File: src/design/rsv_pkg.sv
// constants, register map and carrier types of the receiver status and level ramp block
`default_nettype none
package rsv_pkg;
    // register indices; byte address is four times the index
    localparam logic [7:0] IDX_RATIO     = 8'h07;
    localparam logic [7:0] IDX_STATUS    = 8'h08;
    localparam logic [7:0] IDX_PRE0      = 8'h09;
    localparam logic [7:0] IDX_PRE3      = 8'h0C;
    localparam logic [7:0] IDX_LVL_CTRL  = 8'h0D;
    localparam logic [7:0] IDX_SILENCE   = 8'h0E;
    // level_transition_control fields
    localparam int         CTL_SHARED    = 6;
    localparam int         CTL_POL_LO    = 4;
    localparam int         CTL_ZRMUTE    = 3;
    localparam int         CTL_AUX       = 2;
    localparam int         CTL_RAMP_UP   = 1;
    localparam int         CTL_RAMP_DN   = 0;
    localparam logic [7:0] CTL_RESET     = 8'h08;
    localparam logic [7:0] SILENCE_RESET = 8'h00;
    // receiver_status fields
    localparam int         ST_SILENT     = 7;
    localparam int         ST_FMT_LO     = 4;
    localparam int         ST_SRC        = 3;
    // timing counts
    localparam int         SILENCE_RUN   = 1548;
    localparam int         STATIC_RUN    = 8192;
    localparam int         ZC_TMO_MIN    = 512;
    localparam int         STEPS_PER_DB  = 8;
    localparam int         FRAMES_PER_DB = 8;
    localparam int         STEP_FRAMES   = FRAMES_PER_DB / STEPS_PER_DB;
    // level in 1/8 dB attenuation; all ones is the quiescent mute
    localparam logic [9:0] MUTE_LVL      = 10'h3FF;
    // recovered clock frequencies for codes 0..7
    localparam logic [7:0][31:0] FREQ_HZ = {
        32'h02EE_0000, 32'h02B1_0E00, 32'h0177_0000, 32'h0158_8800,
        32'h00FA_0000, 32'h00BB_8000, 32'h00AC_4400, 32'h007D_0000};

    typedef enum logic [1:0]
    {
        POL_IMMED = 2'b00,
        POL_ZC    = 2'b01,
        POL_RAMP  = 2'b10,
        POL_RAMPZ = 2'b11
    } rsv_policy_t;

    // report from the receiver front end, same clock
    typedef struct packed
    {
        logic        ratio_valid;
        logic [7:0]  ratio;
        logic        fmt_valid;
        logic [2:0]  fmt;
        logic        src_ref;
        logic        word_valid;
        logic        word_zero;
        logic        burst_valid;
        logic [15:0] burst_type_word;
        logic [15:0] burst_length_word;
    } rsv_rx_report_t;

    typedef struct packed
    {
        logic [7:0]       ratio;
        logic             src_ref;
        logic [2:0]       fmt;
        logic [10:0]      sil_cnt;
        logic [3:0][7:0]  pre;
        logic [7:0]       ctrl;
        logic [7:0]       silence;
        logic             mode_mute;
        logic             fast;
        logic             wr_pend;
        logic [7:0]       wr_idx;
        logic [31:0]      hrdata;
    } rsv_top_state_t;
endpackage
`default_nettype wire

File: src/design/rsv_channel.sv
// one DAC channel: level policy, zero cross timeout and auto-mute
`default_nettype none
module rsv_channel #(
    parameter int SW         = 24,
    parameter int STATIC_LEN = rsv_pkg::STATIC_RUN,
    parameter int TMO_LEN    = rsv_pkg::ZC_TMO_MIN
) (
    // clock and reset
    input  wire logic          mclk,
    input  wire logic          rst_b,
    input  wire logic          ce,
    // control
    input  wire logic [1:0]    policy,
    input  wire logic [9:0]    level_req,
    input  wire logic          mute_req,
    input  wire logic          am_en,
    // audio timing and data
    input  wire logic          sample_stb,
    input  wire logic          frame_stb,
    input  wire logic [SW-1:0] sample,
    // results
    output logic      [9:0]    level,
    output logic               auto_muted
);
    typedef struct packed
    {
        logic [9:0]    level;
        logic [9:0]    tmo;
        logic [2:0]    fcnt;
        logic [13:0]   run;
        logic [SW-1:0] prev;
    } rsv_chan_state_t;

    rsv_chan_state_t st;
    rsv_chan_state_t next_st;
    logic [9:0]      target;
    logic            at_zc;
    logic            stat;

    initial
    begin
        if (SW < 2 || STATIC_LEN < 2 || STATIC_LEN > 16383 || TMO_LEN < 1 || TMO_LEN > 1023)
            $error("rsv_channel: unsupported parameter");
    end

    assign auto_muted = am_en && (st.run >= 14'(STATIC_LEN));
    assign target     = (mute_req || auto_muted) ? rsv_pkg::MUTE_LVL : level_req;
    assign level      = st.level;

    // zero crossing: a zero sample or a sign flip; timeout caps the wait
    assign at_zc = sample_stb && ((sample == '0) || (sample[SW-1] != st.prev[SW-1])
                   || (st.tmo == 10'(TMO_LEN - 1)));
    // static: 0 or -1, continuing the same value as the run so far
    assign stat  = ((sample == '0) || (&sample)) && ((st.run == '0) || (sample == st.prev));

    always_comb
    begin
        next_st = st;
        if (sample_stb)
        begin
            next_st.prev = sample;
            // the run restarts on any breaking sample, releasing the mute at once
            if (am_en && stat)
                next_st.run = (st.run >= 14'(STATIC_LEN)) ? st.run : st.run + 14'h0001;
            else
                next_st.run = '0;
        end
        if (frame_stb)
            next_st.fcnt = (st.fcnt == 3'(rsv_pkg::STEP_FRAMES - 1)) ? 3'h0 : st.fcnt + 3'h1;
        if (st.level == target)
            next_st.tmo = '0;
        else if (sample_stb)
            next_st.tmo = at_zc ? 10'h000 : st.tmo + 10'h001;
        case (rsv_pkg::rsv_policy_t'(policy))
            rsv_pkg::POL_IMMED:
                next_st.level = target;
            rsv_pkg::POL_ZC:
                if (at_zc)
                    next_st.level = target;
            rsv_pkg::POL_RAMP:
                if (frame_stb && st.fcnt == 3'(rsv_pkg::STEP_FRAMES - 1) && st.level != target)
                    next_st.level = (st.level < target) ? st.level + 10'h001
                                                        : st.level - 10'h001;
            default:
                if (at_zc && st.level != target)
                    next_st.level = (st.level < target) ? st.level + 10'h001
                                                        : st.level - 10'h001;
        endcase
    end

    // ce low freezes every counter and the level
    always_ff @(posedge mclk)
    begin
        if (!rst_b)
            st <= '0;
        else if (ce)
            st <= next_st;
    end
endmodule
`default_nettype wire

File: src/design/rsv_top.sv
// receiver status registers and DAC level transition control behind an AHB-Lite slave
//
// Added by the designer: the AHB-Lite interface to the registers.
`default_nettype none
module rsv_top #(
    parameter int      NCH        = 8,
    parameter int      SW         = 24,
    parameter longint  REF_HZ     = 64'd24576000,
    parameter int      STATIC_LEN = rsv_pkg::STATIC_RUN,
    parameter int      TMO_LEN    = rsv_pkg::ZC_TMO_MIN
) (
    // clock, reset, enable
    input  wire logic                    mclk,
    input  wire logic                    rst_b,
    input  wire logic                    ce,
    // ahb-lite slave
    input  wire logic                    hsel,
    input  wire logic [31:0]             haddr,
    input  wire logic [1:0]              htrans,
    input  wire logic                    hwrite,
    input  wire logic [2:0]              hsize,
    input  wire logic [31:0]             hwdata,
    input  wire logic                    hready,
    output logic      [31:0]             hrdata,
    output logic                         hreadyout,
    output logic                         hresp,
    // receiver front end
    input  wire rsv_pkg::rsv_rx_report_t rx,
    input  wire logic                    force_lock_enable,
    output logic                         rate_detect_enable,
    // audio
    input  wire logic                    sample_stb,
    input  wire logic                    frame_stb,
    input  wire logic [NCH-1:0][SW-1:0]  dac_sample,
    input  wire logic [NCH-1:0][7:0]     channel_volume,
    // mode change events
    input  wire logic                    mode_change_request,
    input  wire logic                    mode_change_done,
    // level results
    output logic      [NCH-1:0][9:0]     dac_level,
    output logic      [NCH-1:0]          channel_quiescent,
    output logic                         mode_mute_reached,
    output logic                         mute_indicator_pin,
    output logic                         aux_port_silence
);
    rsv_pkg::rsv_top_state_t st;
    rsv_pkg::rsv_top_state_t next_st;
    logic [NCH-1:0]          auto_muted;
    logic [6:0]              above;
    logic [2:0]              freq_code;
    logic [1:0]              pol_eff;
    logic                    take;
    logic [7:0]              addr_idx;
    logic                    addr_ok;
    logic [7:0]              fwd_ctrl;
    logic [7:0]              fwd_sil;

    initial
    begin
        if (NCH < 1 || NCH > 8 || SW < 2 || REF_HZ < 1)
            $error("rsv_top: unsupported parameter");
    end

    // ratio above a midpoint means the recovered clock is below it
    for (genvar k = 0; k < 7; k++)
    begin : g_thr
        localparam longint MID2 = longint'(rsv_pkg::FREQ_HZ[k])
                                  + longint'(rsv_pkg::FREQ_HZ[k+1]);
        assign above[k] = (REF_HZ * 128) > (MID2 * longint'(st.ratio));
    end

    // code is how many midpoints the recovered clock lies above; force lock makes it 7
    always_comb
    begin
        freq_code = 3'h0;
        for (int k = 0; k < 7; k++)
            freq_code = freq_code + 3'(above[k]);
        if (force_lock_enable)
            freq_code = 3'h7;
    end

    // ahb address phase decode
    assign take     = hsel && hready && htrans[1];
    assign addr_idx = haddr[9:2];
    assign addr_ok  = (haddr[31:10] == 22'h0) && (haddr[1:0] == 2'b00);

    // a read right behind a write sees the written value
    assign fwd_ctrl = (st.wr_pend && st.wr_idx == rsv_pkg::IDX_LVL_CTRL) ? hwdata[7:0]
                                                                          : st.ctrl;
    assign fwd_sil  = (st.wr_pend && st.wr_idx == rsv_pkg::IDX_SILENCE) ? hwdata[7:0]
                                                                         : st.silence;

    function automatic logic [7:0] read_reg(input logic [7:0] idx, input logic [2:0] fc,
                                            input logic [7:0] ctl, input logic [7:0] sil);
        logic [7:0] r;
        r = 8'h00;
        if (idx == rsv_pkg::IDX_RATIO)
            r = st.ratio;
        else if (idx == rsv_pkg::IDX_STATUS)
            r = {st.sil_cnt >= 11'(rsv_pkg::SILENCE_RUN), st.fmt, st.src_ref, fc};
        else if (idx >= rsv_pkg::IDX_PRE0 && idx <= rsv_pkg::IDX_PRE3)
            r = st.pre[2'(idx - rsv_pkg::IDX_PRE0)];
        else if (idx == rsv_pkg::IDX_LVL_CTRL)
            r = {1'b0, ctl[6:0]};
        else if (idx == rsv_pkg::IDX_SILENCE)
            r = sil;
        return r;
    endfunction

    always_comb
    begin
        next_st = st;
        // receiver report capture; ratio frozen while force lock holds
        if (rx.ratio_valid && !force_lock_enable)
            next_st.ratio = rx.ratio;
        next_st.src_ref = rx.src_ref;
        if (rx.fmt_valid)
            next_st.fmt = rx.fmt;
        if (rx.word_valid)
        begin
            if (!rx.word_zero)
                next_st.sil_cnt = '0;
            else if (st.sil_cnt < 11'(rsv_pkg::SILENCE_RUN))
                next_st.sil_cnt = st.sil_cnt + 11'h001;
        end
        if (rx.burst_valid)
            next_st.pre = {rx.burst_length_word, rx.burst_type_word};
        // mode mute: request mutes, done un-mutes; fast skips the policy
        if (mode_change_request)
        begin
            next_st.mode_mute = 1'b1;
            next_st.fast      = !st.ctrl[rsv_pkg::CTL_RAMP_DN];
        end
        else if (mode_change_done)
        begin
            next_st.mode_mute = 1'b0;
            next_st.fast      = !st.ctrl[rsv_pkg::CTL_RAMP_UP];
        end
        // data phase of a write; only the two writable registers take it
        if (st.wr_pend)
        begin
            if (st.wr_idx == rsv_pkg::IDX_LVL_CTRL)
                next_st.ctrl = {1'b0, hwdata[6:0]};
            else if (st.wr_idx == rsv_pkg::IDX_SILENCE)
                next_st.silence = hwdata[7:0];
        end
        // address phase; read-only and unmapped writes never pend
        next_st.wr_pend = 1'b0;
        if (take)
        begin
            if (hwrite)
            begin
                next_st.wr_pend = addr_ok && (addr_idx == rsv_pkg::IDX_LVL_CTRL
                                  || addr_idx == rsv_pkg::IDX_SILENCE);
                next_st.wr_idx  = addr_idx;
            end
            else
                next_st.hrdata = addr_ok ? {24'h0, read_reg(addr_idx, freq_code, fwd_ctrl,
                                                            fwd_sil)} : 32'h0;
        end
    end

    always_ff @(posedge mclk)
    begin
        if (!rst_b)
        begin
            st         <= '0;
            st.ctrl    <= rsv_pkg::CTL_RESET;
            st.silence <= rsv_pkg::SILENCE_RESET;
        end
        else if (ce)
            st <= next_st;
    end

    // zero wait, always OKAY
    assign hreadyout = 1'b1;
    assign hresp     = 1'b0;
    assign hrdata    = st.hrdata;

    assign rate_detect_enable = !force_lock_enable;
    assign aux_port_silence   = st.ctrl[rsv_pkg::CTL_AUX];
    assign mute_indicator_pin = |auto_muted;
    assign pol_eff = st.fast ? 2'b00 : st.ctrl[rsv_pkg::CTL_POL_LO +: 2];

    for (genvar i = 0; i < NCH; i++)
    begin : g_ch
        logic [7:0] vol;
        logic [9:0] lvl_req;
        // shared level reads the first channel's volume for all
        assign vol = st.ctrl[rsv_pkg::CTL_SHARED] ? channel_volume[0]
                                                  : channel_volume[i];
        // 0.5 dB code to 1/8 dB; codes past -127 dB equal mute
        assign lvl_req = (vol == 8'hFF) ? rsv_pkg::MUTE_LVL : {vol, 2'b00};

        rsv_channel #(
            .SW         (SW),
            .STATIC_LEN (STATIC_LEN),
            .TMO_LEN    (TMO_LEN)
        ) u_ch (
            .mclk       (mclk),
            .rst_b      (rst_b),
            .ce         (ce),
            .policy     (pol_eff),
            .level_req  (lvl_req),
            .mute_req   (st.silence[i] || st.mode_mute),
            .am_en      (st.ctrl[rsv_pkg::CTL_ZRMUTE]),
            .sample_stb (sample_stb),
            .frame_stb  (frame_stb),
            .sample     (dac_sample[i]),
            .level      (dac_level[i]),
            .auto_muted (auto_muted[i])
        );
        assign channel_quiescent[i] = (dac_level[i] == rsv_pkg::MUTE_LVL);
    end

    assign mode_mute_reached = st.mode_mute && (&channel_quiescent);
endmodule
`default_nettype wire

File: config.mk
export PLATFORM = sky130hd
export DESIGN_NAME = rsv_top
export DESIGN_NICKNAME = d
export VERILOG_FILES = /design/src/design/rsv_pkg.sv /design/src/design/rsv_channel.sv /design/src/design/rsv_top.sv
export SDC_FILE = /design/constraint.sdc
export NUM_CORES = 2
export LEC_CHECK = 0
export ABC_AREA = 0
export BUFFER_PORTS_ARGS = -buffer_cell sky130_fd_sc_hd__buf_2
export CAP_MARGIN = 20
export CORE_MARGIN = 4
export CORE_UTILIZATION = 50
export CTS_BUF_LIST = sky130_fd_sc_hd__clkbuf_8 sky130_fd_sc_hd__clkbuf_16
export CTS_CLUSTER_SIZE = 20
export DETAILED_ROUTE_END_ITERATION = 10
export GPL_ROUTABILITY_DRIVEN = 0
export PLACE_DENSITY_LB_ADDON = 0.05
export SLEW_MARGIN = 20
export SYNTH_ARGS = -nofsm -noshare
export SYNTH_HDL_FRONTEND = slang
export SYNTH_SLANG_ARGS = --single-unit
File: constraint.sdc
create_clock -name mclk -period 10.1 [get_ports mclk]
set_input_delay 1.01 -clock mclk [delete_from_list [all_inputs] [get_ports mclk]]
set_output_delay 1.01 -clock mclk [all_outputs]
set_load 0.1 [all_outputs]
==> flow_summary.ini <==
[synthesis]
synth_area_per_cell_um2 = 7.85
yosys.area_share.simple = 0.228
synth_area_um2 = 41400
yosys.area_share.adder = 0.160
ys_ff_latch = 577
ys_dominant_reg_cell = dfxtp_1
synth_top_family_by_area = simple AND/OR/NAND/NOR gates
synth-edff-count = 0
ys_async_sr_fraction = 0
yosys.area.top_type = dfxtp_1
yosys_warnings = 0
syn_inst = 5271
synth_cell_types = 81
synth.area.top_cells = dfxtp_1, ha_1, a21oi_1
synthMuxAreaShare = 0.0172
synth_compound_area_frac = 0.166
synthDominantCellAreaShare = 0.279
ys_seq_area_frac = 0.279
synth-xor-area-share = 0.0844

[critical_path]
critPathMaxStageDelay_ps = 850
crit_required_ps = 10590
end_kind = flip-flop
cp_max_fo = 12
cp_common_cell = fa_1
start_kind = flip-flop
critPathArrivalTime_ps = 8670
critical_path_class = flip-flop to flip-flop
r2r-start = st[109]
critPathSlowestCell = dfxtp_1
ff2ff_setup_slack_ps = 1930
r2r_end = hrdata[1]
worstRegToRegCells = 27

[power_and_ir_drop]
p_switching_w = 0.00195
pwr-share-seq = 0.388
p_clk_frac = 0.417
p_int_w = 0.00430
combPwrFrac = 0.195
finalPower_w = 0.00626
netSwitchingFraction = 0.312
peakVddDrop_v = 0.000131
power.leakage_nw = 20.8
power_density_nw_per_um2 = 135

[timing]
slew_headroom = 0.204
tns_ps = 0
fmax_mhz = 122
fin_crit_ps = 8170
drv_slew = 0
fin_crit_sh = 0.809
worst_pin_slew_ps = 1190
setup_viol = 0
holdWs_ps = 453
worst_clock_skew_ps = 36.0
grt_setup_unrepaired = no
finalHoldViolations = 0

[cts]
clk_path_buf_depth = 3
cts_setup_buffers = 0
htree_levels = 3
cts_resized = 0
ctsHoldBuffers = 0
cts.sinks = 577
cts_root_buf = clkbuf_16
cts_made_buffers = 69
clkTransAtPathRegs_ps = 60
clock_latency_ps = 640
cts_tree = built

[placed_design]
numPortBuffers = 456
dpl.hpwl_um = 90400

[min_path]
whs_path_depth = 2
hp-start = st[83]
whs_endpoint = st[83]
hold_path.class = flip-flop to flip-flop

[route]
via_count = 37700
viasPerCell = 5.65
postRouteAntennaNets = 0
drtIter0Drc = 2233
firstDrtPassIters = 6
drc_errors = 0
wl_um = 121000
avgRoutedWirePerCell_um = 18.1

[grt]
grt_use_met3 = 0.0472
first_global_vias = 35200
grt_pass1_wl_um = 189000
busiest_layer = met2
grt_max_degree = 188
use_met1 = 0.365
met2_usage = 0.428
overflow = 0
grtUsageTotal = 0.266
grt_antenna_before_repair = 20

[die]
start_util = 0.504
design.die.area_um2 = 87400
rows = 105
core_area_um2 = 82100
die_w_um = 296
num_io_pins = 511
die_y_um = 296

[final_layout]
fin_nets = 6400
final_cell_mix = nand2_1, dfxtp_1, a21oi_1
drive_gt1_frac = 0.117
layout_commonest_cell = nand2_1
syn2layout_area_growth_pct = 11.7

[outcome]
status = completed

[job]
drv_cap = 0
flip-flops by register name, summed over array words and instances, names as in the netlist:
| register | count |
|---|---|
| hrdata | 8 |
| g_ch.u_ch.st | 408 |
| st | 80 |
| aux_port_silence | 1 |
| g_ch.u_ch.level | 80 |
area by class of cell:
class	count	area (µm²)
Clock buffer	85	1960
Inverter	282	1070
Clock inverter	39	447
Timing Repair Buffer	495	2590
Multi-Input combinational cell	4112	27200
Sequential cell	577	11600
Fill cell	7872	35900
Antenna cell	9	22.5
Tap cell	1070	1340
routing by layer:
layer  wire length (µm)  vias to the layer above
li1                   -                    18900
met4               3650                        6
met1              54500                    17600
met3               8330                      189
met5                 45                        -
met2              54300                      963
how the worst max path moves through the flow:
| stage | startpoint | end | slack [ps] |
|---|---|---|---|
| 2_1_floorplan | st[112] | hrdata[1] | 2640 |
| 3_3_place_gp | st[109] | hrdata[1] | 2060 |
| 3_5_place_dp | st[109] | hrdata[1] | 1970 |
| 4_1_cts | st[109] | hrdata[1] | 1940 |
| 5_1_grt | st[109] | hrdata[1] | 1580 |
| 6_report | st[109] | hrdata[1] | 1930 |
worst max-delay path: cells and delay by family, from the launching register on:
family,cells,cell delay [ps]
AOI/OAI and AO/OA,10,2370
xor gates and xnor gates,1,230
adders and majority gates,9,4090
buffers and inverters,5,360
DFF,1,850
and+or+nand+nor,2,160
synthesized netlist by cell type, drive strengths merged (132+ instances only):
cell type,instances
dfxtp,577
nor2,433
nor3,168
xnor2,132
inv,280
o21ai,192
xor2,267
nand2,745
clkbuf,200
a21oi,566
ha,394
nand4,161
per-stage QoR:
stage	util	cells	cell area [µm²]	setup slack, ps
floorplan	-	5295	41500	2640
global placement	0.533	6535	43800	2060
detailed placement	0.533	6535	43800	1970
CTS	0.562	6659	46200	1940
global route	0.563	6662	46200	1580
finish	0.563	6669	46200	1930
kinds of logic after synthesis:
family | Yosys count
buffers and inverters | 606
XOR/XNOR | 399
other | 2
AND/OR/NAND/NOR | 2005
multiplexers | 60
flip-flops | 577
adder cells (fa/ha/maj) | 478
AO/OA/AOI/OAI | 1144
power groups by stage:
stage,Sequential (W),Combinational (W),Clock (W)
finish,0.00243,0.00122,0.00261
global route,0.00244,0.00135,0.00276
CTS,0.00243,0.00122,0.00267
global placement,0.00247,0.00120,0
floorplan,0.00245,0.000918,0
detailed placement,0.00248,0.00121,0
Power figures use the tool's default switching activity.
